### src/core/coa_pkg.sv
// Shared constants and types for the CPU operand addressing block.
package coa_pkg;
    localparam int DATA_W  = 8;
    localparam int ADDR_W  = 16;
    localparam int BANK_W  = 2;
    localparam int REG_SEL_W = 3;

    // Address map boundaries of the internal data space.
    localparam logic [7:0] SPECIAL_REGS_BASE = 8'h80;
    localparam logic [7:0] BIT_IRAM_BASE     = 8'h20;

    // Opcodes whose operand does not follow the regular column pattern.
    localparam logic [7:0] OP_INC_ACC    = 8'h04;
    localparam logic [7:0] OP_DEC_ACC    = 8'h14;
    localparam logic [7:0] OP_JBC        = 8'h10;
    localparam logic [7:0] OP_JB         = 8'h20;
    localparam logic [7:0] OP_JNB        = 8'h30;
    localparam logic [7:0] OP_ORL_C_BIT  = 8'h72;
    localparam logic [7:0] OP_ANL_C_BIT  = 8'h82;
    localparam logic [7:0] OP_MOVC_PC    = 8'h83;
    localparam logic [7:0] OP_DIV        = 8'h84;
    localparam logic [7:0] OP_MOV_DP_IMM = 8'h90;
    localparam logic [7:0] OP_MOV_BIT_C  = 8'h92;
    localparam logic [7:0] OP_MOVC_DP    = 8'h93;
    localparam logic [7:0] OP_ORL_C_NBIT = 8'hA0;
    localparam logic [7:0] OP_MOV_C_BIT  = 8'hA2;
    localparam logic [7:0] OP_MUL        = 8'hA4;
    localparam logic [7:0] OP_ANL_C_NBIT = 8'hB0;
    localparam logic [7:0] OP_CPL_BIT    = 8'hB2;
    localparam logic [7:0] OP_CPL_C      = 8'hB3;
    localparam logic [7:0] OP_CJNE_IMM   = 8'hB4;
    localparam logic [7:0] OP_CLR_BIT    = 8'hC2;
    localparam logic [7:0] OP_CLR_C      = 8'hC3;
    localparam logic [7:0] OP_SWAP       = 8'hC4;
    localparam logic [7:0] OP_SETB_BIT   = 8'hD2;
    localparam logic [7:0] OP_SETB_C     = 8'hD3;
    localparam logic [7:0] OP_DA         = 8'hD4;
    localparam logic [7:0] OP_MOVX_RD_DP = 8'hE0;
    localparam logic [7:0] OP_CLR_ACC    = 8'hE4;
    localparam logic [7:0] OP_MOVX_WR_DP = 8'hF0;
    localparam logic [7:0] OP_CPL_ACC    = 8'hF4;

    // Opcode column and row fields.
    localparam logic [3:0] COL_IMM_ACC   = 4'h4;
    localparam logic [3:0] COL_DIRECT    = 4'h5;
    localparam logic [3:0] COL_MOVX_RI   = 4'h2;
    localparam logic [2:0] COL_INDIRECT  = 3'b011;
    localparam logic [3:0] ROW_MOVX_RD   = 4'hE;
    localparam logic [3:0] ROW_MOVX_WR   = 4'hF;

    // Cycle counts issued per addressing mode.
    localparam logic [1:0] CYC_SHORT = 2'h1;
    localparam logic [1:0] CYC_LONG  = 2'h2;
    localparam logic [1:0] CYC_RMW   = 2'h3;

    typedef enum logic [3:0] {
        COA_MODE_IMPLIED,
        COA_MODE_DIRECT,
        COA_MODE_INDIRECT8,
        COA_MODE_INDIRECT16,
        COA_MODE_REGISTER,
        COA_MODE_REG_SPECIFIC,
        COA_MODE_IMMEDIATE,
        COA_MODE_INDEXED,
        COA_MODE_BIT
    } coa_mode_t;

    typedef enum logic [2:0] {
        COA_SPACE_NONE,
        COA_SPACE_IRAM,
        COA_SPACE_SFR,
        COA_SPACE_XDATA,
        COA_SPACE_CODE,
        COA_SPACE_ACC,
        COA_SPACE_CARRY
    } coa_space_t;

    typedef struct packed {
        logic [DATA_W-1:0] acc;
        logic [ADDR_W-1:0] data_pointer;
        logic [ADDR_W-1:0] pc;
        logic [BANK_W-1:0] bank;
        logic [DATA_W-1:0] index_reg_zero;
        logic [DATA_W-1:0] index_reg_one;
    } coa_cpu_state_t;

    typedef struct packed {
        coa_mode_t         mode;
        coa_space_t        space;
        logic [ADDR_W-1:0] addr;
        logic [DATA_W-1:0] imm;
        logic [2:0]        bit_idx;
        logic [1:0]        cycles;
    } coa_operand_t;
endpackage : coa_pkg

### src/core/coa_reset_ctrl.sv
// External reset pin and optional alternate reset pin combiner.
`timescale 1ns/1ps
module coa_reset_ctrl (
    // Clock and power-on reset
    input  wire logic I_CLK_SYS,
    input  wire logic I_RST,
    // Reset pins
    input  wire logic i_ext_reset_n,
    input  wire logic i_alt_reset_n,
    input  wire logic i_alt_reset_en,
    // Combined synchronous reset
    output logic      o_core_reset
);
    logic [1:0] ext_sync;
    logic [1:0] alt_sync;
    logic       alt_en;

    // The pin idles high through its pull-up, so an undriven pin keeps the core running.
    always_ff @(posedge I_CLK_SYS or posedge I_RST) begin
        if (I_RST) begin
            ext_sync <= 2'h3;
            alt_sync <= 2'h3;
        end else begin
            ext_sync <= {ext_sync[0], i_ext_reset_n};
            alt_sync <= {alt_sync[0], i_alt_reset_n};
        end
    end

    // The nonvolatile option is caught after release, never under the asynchronous reset.
    always_ff @(posedge I_CLK_SYS or posedge I_RST) begin
        if (I_RST) begin
            alt_en <= 1'b0;
        end else begin
            alt_en <= i_alt_reset_en;
        end
    end

    always_ff @(posedge I_CLK_SYS or posedge I_RST) begin
        if (I_RST) begin
            o_core_reset <= 1'b1;
        end else begin
            o_core_reset <= !ext_sync[1] || (alt_en && !alt_sync[1]);
        end
    end
endmodule : coa_reset_ctrl

### src/core/coa_operand_decoder.sv
// Operand addressing decoder of the pipelined 8-bit CPU core.
//
// Summary of operation
// - Direct mode uses 8-bit field, RAM/registers only.
// - 8-bit indirect uses index register zero/one.
// - 16-bit indirect uses the data pointer.
// - Register mode picks one of eight from opcode.
// - Register-specific instructions use implied accumulator or carry operand.
// - Immediate bytes are values; only the 16-bit pointer load also puts them in the address field.
// - Indexed reads code at data pointer or program counter plus accumulator.
// - Bit mode selects one of 256 bits.
// - Most instructions take one or two cycles.
// - Classic instruction encodings decoded unchanged.
// - Active-low external reset with pull-up.
// - Alternate pin may act as external reset.
`timescale 1ns/1ps
module coa_operand_decoder #(
    parameter int SYNC_STAGES = 2
) (
    // Clock and reset
    input  wire logic                       I_CLK_SYS,
    input  wire logic                       I_RST,
    // Reset pins
    input  wire logic                       I_EXT_RESET_N,
    input  wire logic                       I_ALT_RESET_N,
    input  wire logic                       I_ALT_RESET_EN,
    // Instruction bytes
    input  wire logic                       I_VALID,
    input  wire logic [7:0]                 I_OPCODE,
    input  wire logic [7:0]                 I_BYTE1,
    input  wire logic [7:0]                 I_BYTE2,
    // Architectural state
    input  wire coa_pkg::coa_cpu_state_t    I_STATE,
    // Decoded operand
    output logic                            O_VALID,
    output coa_pkg::coa_operand_t           O_OPERAND,
    output logic                            O_CORE_RESET
);
    // The combiner is written for a two-stage chain; deeper chains would only add latency.
    if (SYNC_STAGES != 2) begin : g_bad_sync
        $error("coa_operand_decoder: only two synchroniser stages are built");
    end

    // The register window and the pointer field assume classic byte and address sizes.
    if (coa_pkg::DATA_W != 8 || coa_pkg::ADDR_W != 16 || coa_pkg::BANK_W != 2) begin : g_width
        $error("coa_operand_decoder: operand fields need 8-bit data and 16-bit addresses");
    end

    logic                  core_reset;
    coa_pkg::coa_operand_t next_operand;
    logic [7:0]            ri;

    coa_reset_ctrl coa_reset_ctrl_inst (
        .I_CLK_SYS      (I_CLK_SYS),
        .I_RST          (I_RST),
        .i_ext_reset_n  (I_EXT_RESET_N),
        .i_alt_reset_n  (I_ALT_RESET_N),
        .i_alt_reset_en (I_ALT_RESET_EN),
        .o_core_reset   (core_reset)
    );

    // Direct addresses below the register window land in RAM, the rest in the registers.
    function automatic coa_pkg::coa_space_t direct_space(input logic [7:0] a);
        direct_space = (a < coa_pkg::SPECIAL_REGS_BASE) ? coa_pkg::COA_SPACE_IRAM
                                                : coa_pkg::COA_SPACE_SFR;
    endfunction : direct_space

    // Low bit addresses map onto a 16-byte RAM area, high ones onto aligned registers.
    function automatic logic [7:0] bit_byte(input logic [7:0] b);
        if (b < coa_pkg::SPECIAL_REGS_BASE) begin
            bit_byte = coa_pkg::BIT_IRAM_BASE + {4'h0, b[6:3]};
        end else begin
            bit_byte = {b[7:3], 3'b000};
        end
    endfunction : bit_byte

    // Every single-bit instruction carries its bit address in the first byte.
    function automatic logic is_bit_op(input logic [7:0] op);
        unique case (op)
            coa_pkg::OP_JBC, coa_pkg::OP_JB, coa_pkg::OP_JNB,
            coa_pkg::OP_ORL_C_BIT, coa_pkg::OP_ANL_C_BIT, coa_pkg::OP_MOV_BIT_C,
            coa_pkg::OP_ORL_C_NBIT, coa_pkg::OP_ANL_C_NBIT, coa_pkg::OP_MOV_C_BIT,
            coa_pkg::OP_CPL_BIT, coa_pkg::OP_CLR_BIT, coa_pkg::OP_SETB_BIT: is_bit_op = 1'b1;
            default: is_bit_op = 1'b0;
        endcase
    endfunction : is_bit_op

    // These instructions always work on the accumulator and name no operand.
    function automatic logic is_acc_op(input logic [7:0] op);
        unique case (op)
            coa_pkg::OP_INC_ACC, coa_pkg::OP_DEC_ACC, coa_pkg::OP_DIV, coa_pkg::OP_MUL,
            coa_pkg::OP_SWAP, coa_pkg::OP_DA, coa_pkg::OP_CLR_ACC,
            coa_pkg::OP_CPL_ACC: is_acc_op = 1'b1;
            default: is_acc_op = 1'b0;
        endcase
    endfunction : is_acc_op

    // Carry-flag instructions name no operand at all.
    function automatic logic is_carry_op(input logic [7:0] op);
        unique case (op)
            coa_pkg::OP_CPL_C, coa_pkg::OP_CLR_C, coa_pkg::OP_SETB_C: is_carry_op = 1'b1;
            default: is_carry_op = 1'b0;
        endcase
    endfunction : is_carry_op

    // External-data moves through the data pointer reach the full 16-bit space.
    function automatic logic is_movx_dp(input logic [7:0] op);
        is_movx_dp = op == coa_pkg::OP_MOVX_RD_DP || op == coa_pkg::OP_MOVX_WR_DP;
    endfunction : is_movx_dp

    // External-data moves through an index register sit in columns 2 and 3 of rows E and F.
    function automatic logic is_movx_ri(input logic [7:0] op);
        is_movx_ri = (op[7:4] == coa_pkg::ROW_MOVX_RD || op[7:4] == coa_pkg::ROW_MOVX_WR)
                     && op[3:1] == coa_pkg::COL_MOVX_RI[3:1];
    endfunction : is_movx_ri

    // Working register n of bank b sits at byte eight times b plus n of internal RAM.
    function automatic logic [15:0] reg_window(input logic [1:0] b, input logic [2:0] n);
        reg_window = {11'h000, b, n};
    endfunction : reg_window

    // Bit zero of the opcode picks which index register points at the operand.
    assign ri = I_OPCODE[0] ? I_STATE.index_reg_one : I_STATE.index_reg_zero;

    // Opcode classification follows the classic encoding table column by column.
    always_comb begin
        next_operand         = '0;
        next_operand.mode    = coa_pkg::COA_MODE_IMPLIED;
        next_operand.space   = coa_pkg::COA_SPACE_NONE;
        next_operand.cycles  = coa_pkg::CYC_SHORT;
        if (is_movx_dp(I_OPCODE)) begin
            next_operand.mode   = coa_pkg::COA_MODE_INDIRECT16;
            next_operand.space  = coa_pkg::COA_SPACE_XDATA;
            next_operand.addr   = I_STATE.data_pointer;
            next_operand.cycles = coa_pkg::CYC_LONG;
        end else if (is_movx_ri(I_OPCODE)) begin
            next_operand.mode   = coa_pkg::COA_MODE_INDIRECT8;
            next_operand.space  = coa_pkg::COA_SPACE_XDATA;
            next_operand.addr   = {8'h00, ri};
            next_operand.cycles = coa_pkg::CYC_LONG;
        end else if (I_OPCODE == coa_pkg::OP_MOVC_DP) begin
            // Only a read of program memory can use this form.
            next_operand.mode   = coa_pkg::COA_MODE_INDEXED;
            next_operand.space  = coa_pkg::COA_SPACE_CODE;
            next_operand.addr   = I_STATE.data_pointer + {8'h00, I_STATE.acc};
            next_operand.cycles = coa_pkg::CYC_LONG;
        end else if (I_OPCODE == coa_pkg::OP_MOVC_PC) begin
            next_operand.mode   = coa_pkg::COA_MODE_INDEXED;
            next_operand.space  = coa_pkg::COA_SPACE_CODE;
            next_operand.addr   = I_STATE.pc + {8'h00, I_STATE.acc};
            next_operand.cycles = coa_pkg::CYC_LONG;
        end else if (I_OPCODE == coa_pkg::OP_MOV_DP_IMM) begin
            next_operand.mode   = coa_pkg::COA_MODE_IMMEDIATE;
            next_operand.addr   = {I_BYTE1, I_BYTE2};
            next_operand.imm    = I_BYTE2;
            next_operand.cycles = coa_pkg::CYC_LONG;
        end else if (is_bit_op(I_OPCODE)) begin
            next_operand.mode    = coa_pkg::COA_MODE_BIT;
            next_operand.space   = direct_space(I_BYTE1);
            next_operand.addr    = {8'h00, bit_byte(I_BYTE1)};
            next_operand.bit_idx = I_BYTE1[2:0];
            next_operand.cycles  = coa_pkg::CYC_LONG;
        end else if (is_carry_op(I_OPCODE)) begin
            next_operand.mode  = coa_pkg::COA_MODE_REG_SPECIFIC;
            next_operand.space = coa_pkg::COA_SPACE_CARRY;
        end else if (is_acc_op(I_OPCODE)) begin
            next_operand.mode  = coa_pkg::COA_MODE_REG_SPECIFIC;
            next_operand.space = coa_pkg::COA_SPACE_ACC;
            next_operand.imm   = I_STATE.acc;
        end else if (I_OPCODE[3]) begin
            // Register number comes from the opcode, bank from the status word.
            next_operand.mode  = coa_pkg::COA_MODE_REGISTER;
            next_operand.space = coa_pkg::COA_SPACE_IRAM;
            next_operand.addr  = reg_window(I_STATE.bank, I_OPCODE[2:0]);
        end else if (I_OPCODE[3:1] == coa_pkg::COL_INDIRECT) begin
            // Index registers arrive already read from the selected bank.
            next_operand.mode   = coa_pkg::COA_MODE_INDIRECT8;
            next_operand.space  = coa_pkg::COA_SPACE_IRAM;
            next_operand.addr   = {8'h00, ri};
            next_operand.cycles = coa_pkg::CYC_LONG;
        end else if (I_OPCODE[3:0] == coa_pkg::COL_DIRECT) begin
            next_operand.mode   = coa_pkg::COA_MODE_DIRECT;
            next_operand.space  = direct_space(I_BYTE1);
            next_operand.addr   = {8'h00, I_BYTE1};
            next_operand.cycles = coa_pkg::CYC_RMW;
        end else if (I_OPCODE[3:0] == coa_pkg::COL_IMM_ACC) begin
            // The constant is passed as data; the address field stays zero.
            next_operand.mode   = coa_pkg::COA_MODE_IMMEDIATE;
            next_operand.imm    = I_BYTE1;
            next_operand.cycles = coa_pkg::CYC_LONG;
        end
    end

    // A single pipeline stage; each decode issues one to three cycles of work.
    always_ff @(posedge I_CLK_SYS or posedge I_RST) begin
        if (I_RST) begin
            O_VALID <= 1'b0;
        end else if (core_reset) begin
            O_VALID <= 1'b0;
        end else begin
            O_VALID <= I_VALID;
        end
    end

    // The operand holds between requests so a stalled consumer can still read it.
    always_ff @(posedge I_CLK_SYS or posedge I_RST) begin
        if (I_RST) begin
            O_OPERAND <= '0;
        end else if (core_reset) begin
            O_OPERAND <= '0;
        end else if (I_VALID) begin
            O_OPERAND <= next_operand;
        end
    end

    // The reset flag is registered once more so the consumer sees it in the same cycle as the valid drop.
    always_ff @(posedge I_CLK_SYS or posedge I_RST) begin
        if (I_RST) begin
            O_CORE_RESET <= 1'b1;
        end else begin
            O_CORE_RESET <= core_reset;
        end
    end
endmodule : coa_operand_decoder

### config.mk
export PLATFORM = sky130hd
export DESIGN_NAME = coa_operand_decoder
export DESIGN_NICKNAME = d
export VERILOG_FILES = /design/src/core/coa_pkg.sv /design/src/core/coa_reset_ctrl.sv /design/src/core/coa_operand_decoder.sv
export SDC_FILE = /design/constraint.sdc
export NUM_CORES = 1
export LEC_CHECK = 0
export BUFFER_PORTS_ARGS = -buffer_cell sky130_fd_sc_hd__buf_2
export CORE_MARGIN = 5
export CORE_UTILIZATION = 54
export CTS_BUF_LIST = sky130_fd_sc_hd__clkbuf_8
export DETAILED_ROUTE_END_ITERATION = 8
export PLACE_DENSITY = 0.83
export SYNTH_ARGS = -nofsm -noshare
export SYNTH_HDL_FRONTEND = slang
export SYNTH_HIERARCHICAL = 1
export SYNTH_SLANG_ARGS = --single-unit
### constraint.sdc
create_clock -name I_CLK_SYS -period 2.3 [get_ports I_CLK_SYS]
set_input_delay 0.115 -clock I_CLK_SYS [delete_from_list [all_inputs] [get_ports I_CLK_SYS]]
set_output_delay 0.115 -clock I_CLK_SYS [all_outputs]
set_load 0.03 [all_outputs]
==> summary.md, run 1 <==
| Metric | Value |
|---|---|
| Post-CTS Setup Repair Bufs | 0 |
| Antenna Cells | 0 |
| Fin util | 67.7% |
| EDFF count, synth | 0 |
| CP arrival | 2.14 ns |
| Layout Cells excl Fill | 744 |
| Clock skew | 0.0106 ns |
| Flops & latches, synth | between 40 and 50 |
| Area of the multi-input gates | between 2000 and 3000 µm² |
| R2R Setup Slk | roughly 0.36 ns |
| Starting Density | 54.8% |
| HP Class | input port to register |
| Hold Fails Final Rpt | 0 |
| Largest net degree at the start of global routing | 39 |
| Die Span Y | just under 100 µm |
| CTS Buffer Depth | 2 |
| Final ANT Viol Nets | 0 |
| Vias in the first global route | between 4k and 5k |
| Area share of the largest cell type after synthesis | a little under a quarter |
| DR DRC count | 0 |
| Detailed Route Iter0 Violations | 547 |
| Reg2Reg Capture Point | O_OPERAND[28]$_DFFE_PP0P_ |
| Worst slew pin tran | 0.826 ns |
| First-pass GRT wire length | about 27000 µm |
| I/O Buffers | around 130 |
| Hold buffer count at CTS | 4 |
| Routed vias/inst | between 6 and 7 |
| CP Max Fanout | 5 |
| Row count | 32 |
| Synth unique cells | 86 |
| Static Leak | ~2.4 nW |
| CP startpoint kind | input port |
| Final period utilization | between 80% and 90% |
| Grt total ovfl | 0 |
| Core ar. | 7650 µm² |
| Post-Synthesis Cells | roughly 500 |
| Max Cap Viol | 0 |
| Total CTS buffers | 5 |
| Synthesized cell area | 4190 µm² |
| Tot Pwr | between 0.002 and 0.0025 W |
| Syn nets | 610 |
| Die area | just under 10000 µm² |
| Kind of end point of the critical path | register |
| Hold path startpoint | I_STATE[49] |
| Slew margin rel. | between 40 and 50% |
| RSZ-0062 raised after global routing | false |
| Layout Nets | approximately 750 |
| H-tree levels | 2 |
| Routed via count | about 5.0k |
| Clk root buf | clkbuf_8 |
| Cell total after placement | ~730 |
| Critical path class | input port to register |
| VDD IR max | 426 µV |
| FFs w/ async S/R, synth | 100% |
| Dpl hpwl | 14000 µm |
| First-pass iteration count of the detailed router | 6 |
| Pwr Density | 426 nW/µm² |
| Final TNS setup | 0 ns |
| Initial antenna violation count | 0 |
| Sink Count | 44 |
| DR WL/cell | about 23 µm |
| Fmax | approximately 510 MHz |
| Final worst slack | 0.344 ns |
| Register area share after synthesis | 26.5% |
| Slew Limit Fails | 0 |
| Worst Hold End | O_OPERAND[28]$_DFFE_PP0P_ |
| R2R depth | 6 |
| Hold Path Cell Cnt | 3 |
| Run status | completed |
| Pre-CTS setup slack | between 0.04 and 0.05 ns |
| Clk_lat worst skew | between 0.3 and 0.4 ns |
| Top cells by area, synth | dfrtp_1 23%, ha_1 4.8%, o21ai_0 3.8% |
| Tmin final | about 2 ns |
| GP Congestion | 1.01 |
| Main synth FF type | dfrtp_1 |
| Fraction of layout cells with a size suffix above 1 | a little under a third |
| Cell type with the largest total area after synthesis | dfrtp_1 |
| Count leader, synth | nand2_1 |
| Critical R2R Launch | coa_reset_ctrl_inst/o_core_reset$_DFF_PP1_ |
| Worst Path Required | between 2 and 2.5 ns |
| Reg area | 1110 µm² |
| Synth warn | 6 |
| Total Routed Length | between 15000 and 20000 µm |
| Post-synth top cells | 42 x nand2_1, 38 x dfrtp_1, 33 x nor2_1 |
| CTS resizes | 0 |
| FILL cells | between 600 and 700 |
| Syn Area/Cell | between 8 and 9 µm² |
| CTS tree | done |
| Setup violators final | 0 |
| Boundary Pins | approximately 130 |
| Layout area overhead | 23.6% |
| Worst-path clk slew | around 0.10 ns |
| Die X-Extent | 98.1 µm |
| GRT Overall Usage | a little over a third |
-- flip-flops by register name, indices dropped and copies added, names as in the netlist --
register	cells
O_VALID	1
coa_reset_ctrl_inst/alt_en	1
O_CORE_RESET	1
coa_reset_ctrl_inst/o_core_reset	1
coa_reset_ctrl_inst/alt_sync	2
coa_reset_ctrl_inst/ext_sync	2
O_OPERAND	36
-- worst max-delay path, stage by stage --
cell and delay (ns):
buf_2 0.12, ha_1 0.20, inv_1 0.07, fa_1 0.19
nor2b_1 0.07, o31ai_1 0.67, a211oi_1 0.21, xor2_1 0.20
a21oi_1 0.17, o21ai_0 0.12
-- power by group --
| part | leakage, nW | switching, W | internal (W) |
|---|---|---|---|
| Combinational | 1.77 | 0.000465 | 0.000271 |
| Clock | 0.0548 | 0.000318 | 0.000328 |
| Sequential | 0.582 | 0.0000172 | 0.000804 |
| Total | 2.41 | 0.000800 | 0.00140 |
-- how the worst max path moves through the flow --
stage | endpoint | start
2_1_floorplan | O_OPERAND[27]$_DFFE_PP0P_ | I_STATE[18]
3_3_place_gp | O_OPERAND[23]$_DFFE_PP0P_ | I_STATE[50]
3_5_place_dp | O_OPERAND[23]$_DFFE_PP0P_ | I_STATE[50]
4_1_cts | O_OPERAND[23]$_DFFE_PP0P_ | I_STATE[50]
5_1_grt | O_OPERAND[27]$_DFFE_PP0P_ | I_STATE[50]
6_report | O_OPERAND[23]$_DFFE_PP0P_ | I_STATE[50]
-- cell type report --
type,instances,share of cell area [%]
Clock buffer,5,1.33
Multi-Input combinational cell,406,54.8
Inverter,24,1.74
Clock inverter,3,0.894
Sequential cell,44,21.4
Timing Repair Buffer,160,17.4
Tap cell,102,2.46
-- cell families (layout without fill, tap and decap cells) --
kind of cell | count (synthesis) | after routing | share of synthesized area, %
AO/OA/AOI/OAI | 187 | 187 | 33.3
XOR/XNOR | 11 | 11 | 2.30
adder cells (fa/ha/maj) | 18 | 18 | 5.73
buffers and inverters | 54 | 192 | 5.82
flip-flops | 44 | 44 | 26.5
multiplexers | 12 | 12 | 2.99
AND/OR/NAND/NOR | 178 | 178 | 23.4
-- stage by stage --
step	cell area, µm²	hold slack (ns)
2_1_floorplan	4190	-0.0977
3_3_place_gp	5020	0.0322
3_5_place_dp	5020	0.0528
4_1_cts	5180	0.0794
5_1_grt	5180	0.0989
6_report	5180	0.0779
-- cells in the final DEF (no fill, tap or decap), drive strengths merged, types with 10 or more instances in the layout --
cell type,instances
nor3,21
and3,14
a21oi,24
nor2,37
ha,16
nand2,43
nand3,22
a221oi,13
a211oi,10
dfrtp,38
inv,25
buf,156
o21ai,38
-- layer usage --
layer  vias up  wire, µm  track usage [%]  part of all wire (%)
li1       2219         -                -                     -
met2       351      8090             58.4                    47
met4         0       732             15.0                   4.2
met5         -         0                0                     0
met1      2334      6650             44.8                    38
met3        60      1880             7.71                    11
Power figures use the tool's default switching activity.
==> run 2, diff against run 1 <==
--- a/config.mk
+++ b/config.mk
@@ -6,8 +6,10 @@
 export NUM_CORES = 1
 export LEC_CHECK = 0
 export BUFFER_PORTS_ARGS = -buffer_cell sky130_fd_sc_hd__buf_2
+export CELL_PAD_IN_SITES_DETAIL_PLACEMENT = 0
+export CELL_PAD_IN_SITES_GLOBAL_PLACEMENT = 1
 export CORE_MARGIN = 5
-export CORE_UTILIZATION = 54
+export CORE_UTILIZATION = 39
 export CTS_BUF_LIST = sky130_fd_sc_hd__clkbuf_8
 export DETAILED_ROUTE_END_ITERATION = 8
 export PLACE_DENSITY = 0.83
==> summary.md, run 2 (synthesized netlist as in run 1, its figures left out) <==
| Metric | Value |
|---|---|
| Antenna Cells | 0 (unchanged) |
| Vias in the first global route | 4883 (-1.6%) |
| Bufs and invs on worst path | 2 (unchanged) |
| Dpl hpwl | 14200 µm (+1.4%) |
| R2R depth | 6 (unchanged) |
| Critical path, cell by cell | buf_2 -> ha_1 -> inv_1 -> fa_1 -> nor2b_1 -> o31ai_1 -> a21oi_1 -> nand3_1 -> a221o_1 -> o31ai_1 |
| First-pass GRT wire length | 27700 µm (+2.9%) |
| Total CTS buffers | 5 (unchanged) |
| RSZ-0062 raised after global routing | false |
| Clk_lat worst skew | 0.31 ns (about the same) |
| DR DRC count | 0 (unchanged) |
| HP Class | input port to register |
| Largest delay share family, worst path | compound AO/OA/AOI/OAI gates |
| Most frequent cells in the layout | 125 x buf_2, 42 x nand2_1, 38 x dfrtp_1 |
| Static Leak | 2.43 nW (+0.83%) |
| I/O Buffers | 125 (unchanged) |
| CP max-delay cell | fa_1 |
| Worst slew pin tran | 0.834 ns (+0.00730 ns) |
| Largest register FFs | 36 (unchanged) |
| CP max stage delay | 0.39 ns (-0.28 ns) |
| Run status | completed |
| CP endpoint | O_OPERAND[27]$_DFFE_PP0P_ |
| Slew margin rel. | 44.0% (-0.49 points) |
| Worst path most repeated cell | o31ai_1 |
| Layout Nets | 751 (+0.54%) |
| Fmax | 514 MHz (+0.47%) |
| DR WL/cell | 22.7 µm (-2.5%) |
| First-pass iteration count of the detailed router | 5 (-1) |
| Setup violators final | 0 (unchanged) |
| R2R Setup Slk | 0.51 ns (+0.15 ns) |
| Boundary Pins | 126 (unchanged) |
| Most common cell after layout, fill and taps aside | buf_2 |
| Reg2Reg Capture Point | O_OPERAND[28]$_DFFE_PP0P_ |
| Clk root buf | clkbuf_8 |
| Final worst slack | 0.353 ns (+0.00915 ns) |
| Cell total after placement | 770 (+5.2%) |
| CTS Buffer Depth | 2 (unchanged) |
| Grt total ovfl | 0 (unchanged) |
| Layout Cells excl Fill | 782 (+5.1%) |
| Kind of end point of the critical path | register |
| Fin util | 50.4% (-17 points) |
| Stages on the worst setup path | 10 (unchanged) |
| Routed via count | 4830 (-2.7%) |
| Die area | 12900 µm² (+34%) |
| Critical path class | input port to register |
| Die X-Extent | 114 µm (+16%) |
| Worst Path Required | 2.52 ns (+0.03 ns) |
| Pre-CTS setup slack | 0.0500 ns (+0.00149 ns) |
| Final period utilization | 84.7% (-0.40 points) |
| Fraction of layout cells with a size suffix above 1 | 32.0% (+0.42 points) |
| Final ANT Viol Nets | 0 (unchanged) |
| Slew Limit Fails | 0 (unchanged) |
| Tmin final | 1.95 ns (-0.00915 ns) |
| Hold Fails Final Rpt | 0 (unchanged) |
| Worst setup startpoint | I_STATE[50] |
| Routed vias/inst | 6.18 (-7.4%) |
| GRT Overall Usage | 27.3% (-8.1 points) |
| Initial antenna violation count | 0 (unchanged) |
| Final TNS setup | 0 ns (unchanged) |
| CTS tree | done |
| H-tree levels | 2 (unchanged) |
| Die Span Y | 114 µm (+16%) |
| Detailed Route Iter0 Violations | 449 (-18%) |
| Max Cap Viol | 0 (unchanged) |
| Critical R2R Launch | coa_reset_ctrl_inst/o_core_reset$_DFF_PP1_ |
| Clock skew | 0.0146 ns (+0.00399 ns) |
| Core ar. | 10400 µm² (+36%) |
| CP startpoint kind | input port |
| Top flop regs | O_OPERAND: 36 flops, coa_reset_ctrl_inst/alt_sync: 2 flops, coa_reset_ctrl_inst/ext_sync: 2 flops |
| Post-CTS Setup Repair Bufs | 0 (unchanged) |
| Starting Density | 40.2% (-15 points) |
| Total Routed Length | 17800 µm (+2.4%) |
| Pwr Density | 420 nW/µm² (-1.2%) |
| GP Congestion | 0.958 (-4.8%) |
| Largest net degree at the start of global routing | 39 (unchanged) |
| Row count | 37 (+16%) |
| Reg with most FFs | O_OPERAND |
| Worst-path clk slew | 0.10 ns (about the same) |
| Layout area overhead | 25.3% |
| VDD IR max | 279 µV (-34%) |
| Sink Count | 44 (unchanged) |
| CP Max Fanout | 5 (unchanged) |
| CP arrival | 2.16 ns (+0.02 ns) |
==> run 2: cell count changes in the layout (fill, tap and decap cells not counted), sizes merged <==
cell	delta
buf	+4
==> run 2: worst reg2reg max path, stage by stage (launching register included) <==
cell	delay (ns)
dfstp_2	0.38
nand2b_1	0.31
inv_1	0.29
nand2_1	0.13
or2_2	0.32
a31o_1	0.19
o21ai_1	0.12
==> run 2: worst min-delay path by stage <==
stage | start | endpoint | slack [ns] | cells after the start
floorplan | I_RST | coa_reset_ctrl_inst/alt_en$_DFF_PP0_ | -0.1 | 1
global placement | I_RST | coa_reset_ctrl_inst/alt_en$_DFF_PP0_ | 0.03 | 2
detailed placement | I_RST | coa_reset_ctrl_inst/alt_en$_DFF_PP0_ | 0.04 | 2
CTS | I_STATE[49] | O_OPERAND[28]$_DFFE_PP0P_ | 0.08 | 3
global route | I_STATE[49] | O_OPERAND[28]$_DFFE_PP0P_ | 0.10 | 3
finish | I_STATE[49] | O_OPERAND[28]$_DFFE_PP0P_ | 0.08 | 3
==> run 2: timing repair <==
item                      4_1_cts  5_1_grt
hold buffers                    4        0
hold endpoints to repair       46        0
resized for setup               0        0
==> run 2: cell type report <==
cell class,count,area [µm²]
Inverter,24,90.1
Sequential cell,44,1110
Fill cell,1050,5170
Multi-Input combinational cell,406,2840
Clock buffer,5,68.8
Clock inverter,3,46.3
Timing Repair Buffer,164,928
Tap cell,136,170
==> run 2: report_power, final <==
group | internal (W) | switching, W | leakage, nW | total, W
clock | 0.000328 | 0.000321 | 0.0548 | 0.000649
sequential | 0.000804 | 0.0000145 | 0.582 | 0.000819
combinational | 0.000275 | 0.000464 | 1.79 | 0.000739
total | 0.00141 | 0.000799 | 2.43 | 0.00221
==> run 2: per-stage QoR <==
| stage | hold slack, ns | instance area (µm²) | total power (W) |
|---|---|---|---|
| finish | 0.0804 | 5250 | 0.00221 |
| global route | 0.102 | 5250 | 0.00231 |
| CTS | 0.0811 | 5250 | 0.00220 |
| detailed placement | 0.0394 | 5090 | 0.00155 |
| global placement | 0.0309 | 5090 | 0.00154 |
| floorplan | -0.0977 | 4190 | 0.00127 |
==> run 2: routing by layer <==
layer,wire length [µm],track usage [%]
met1,7490,37.1
met2,8100,43.7
met3,1740,5.15
met4,442,9.05
met5,0,0
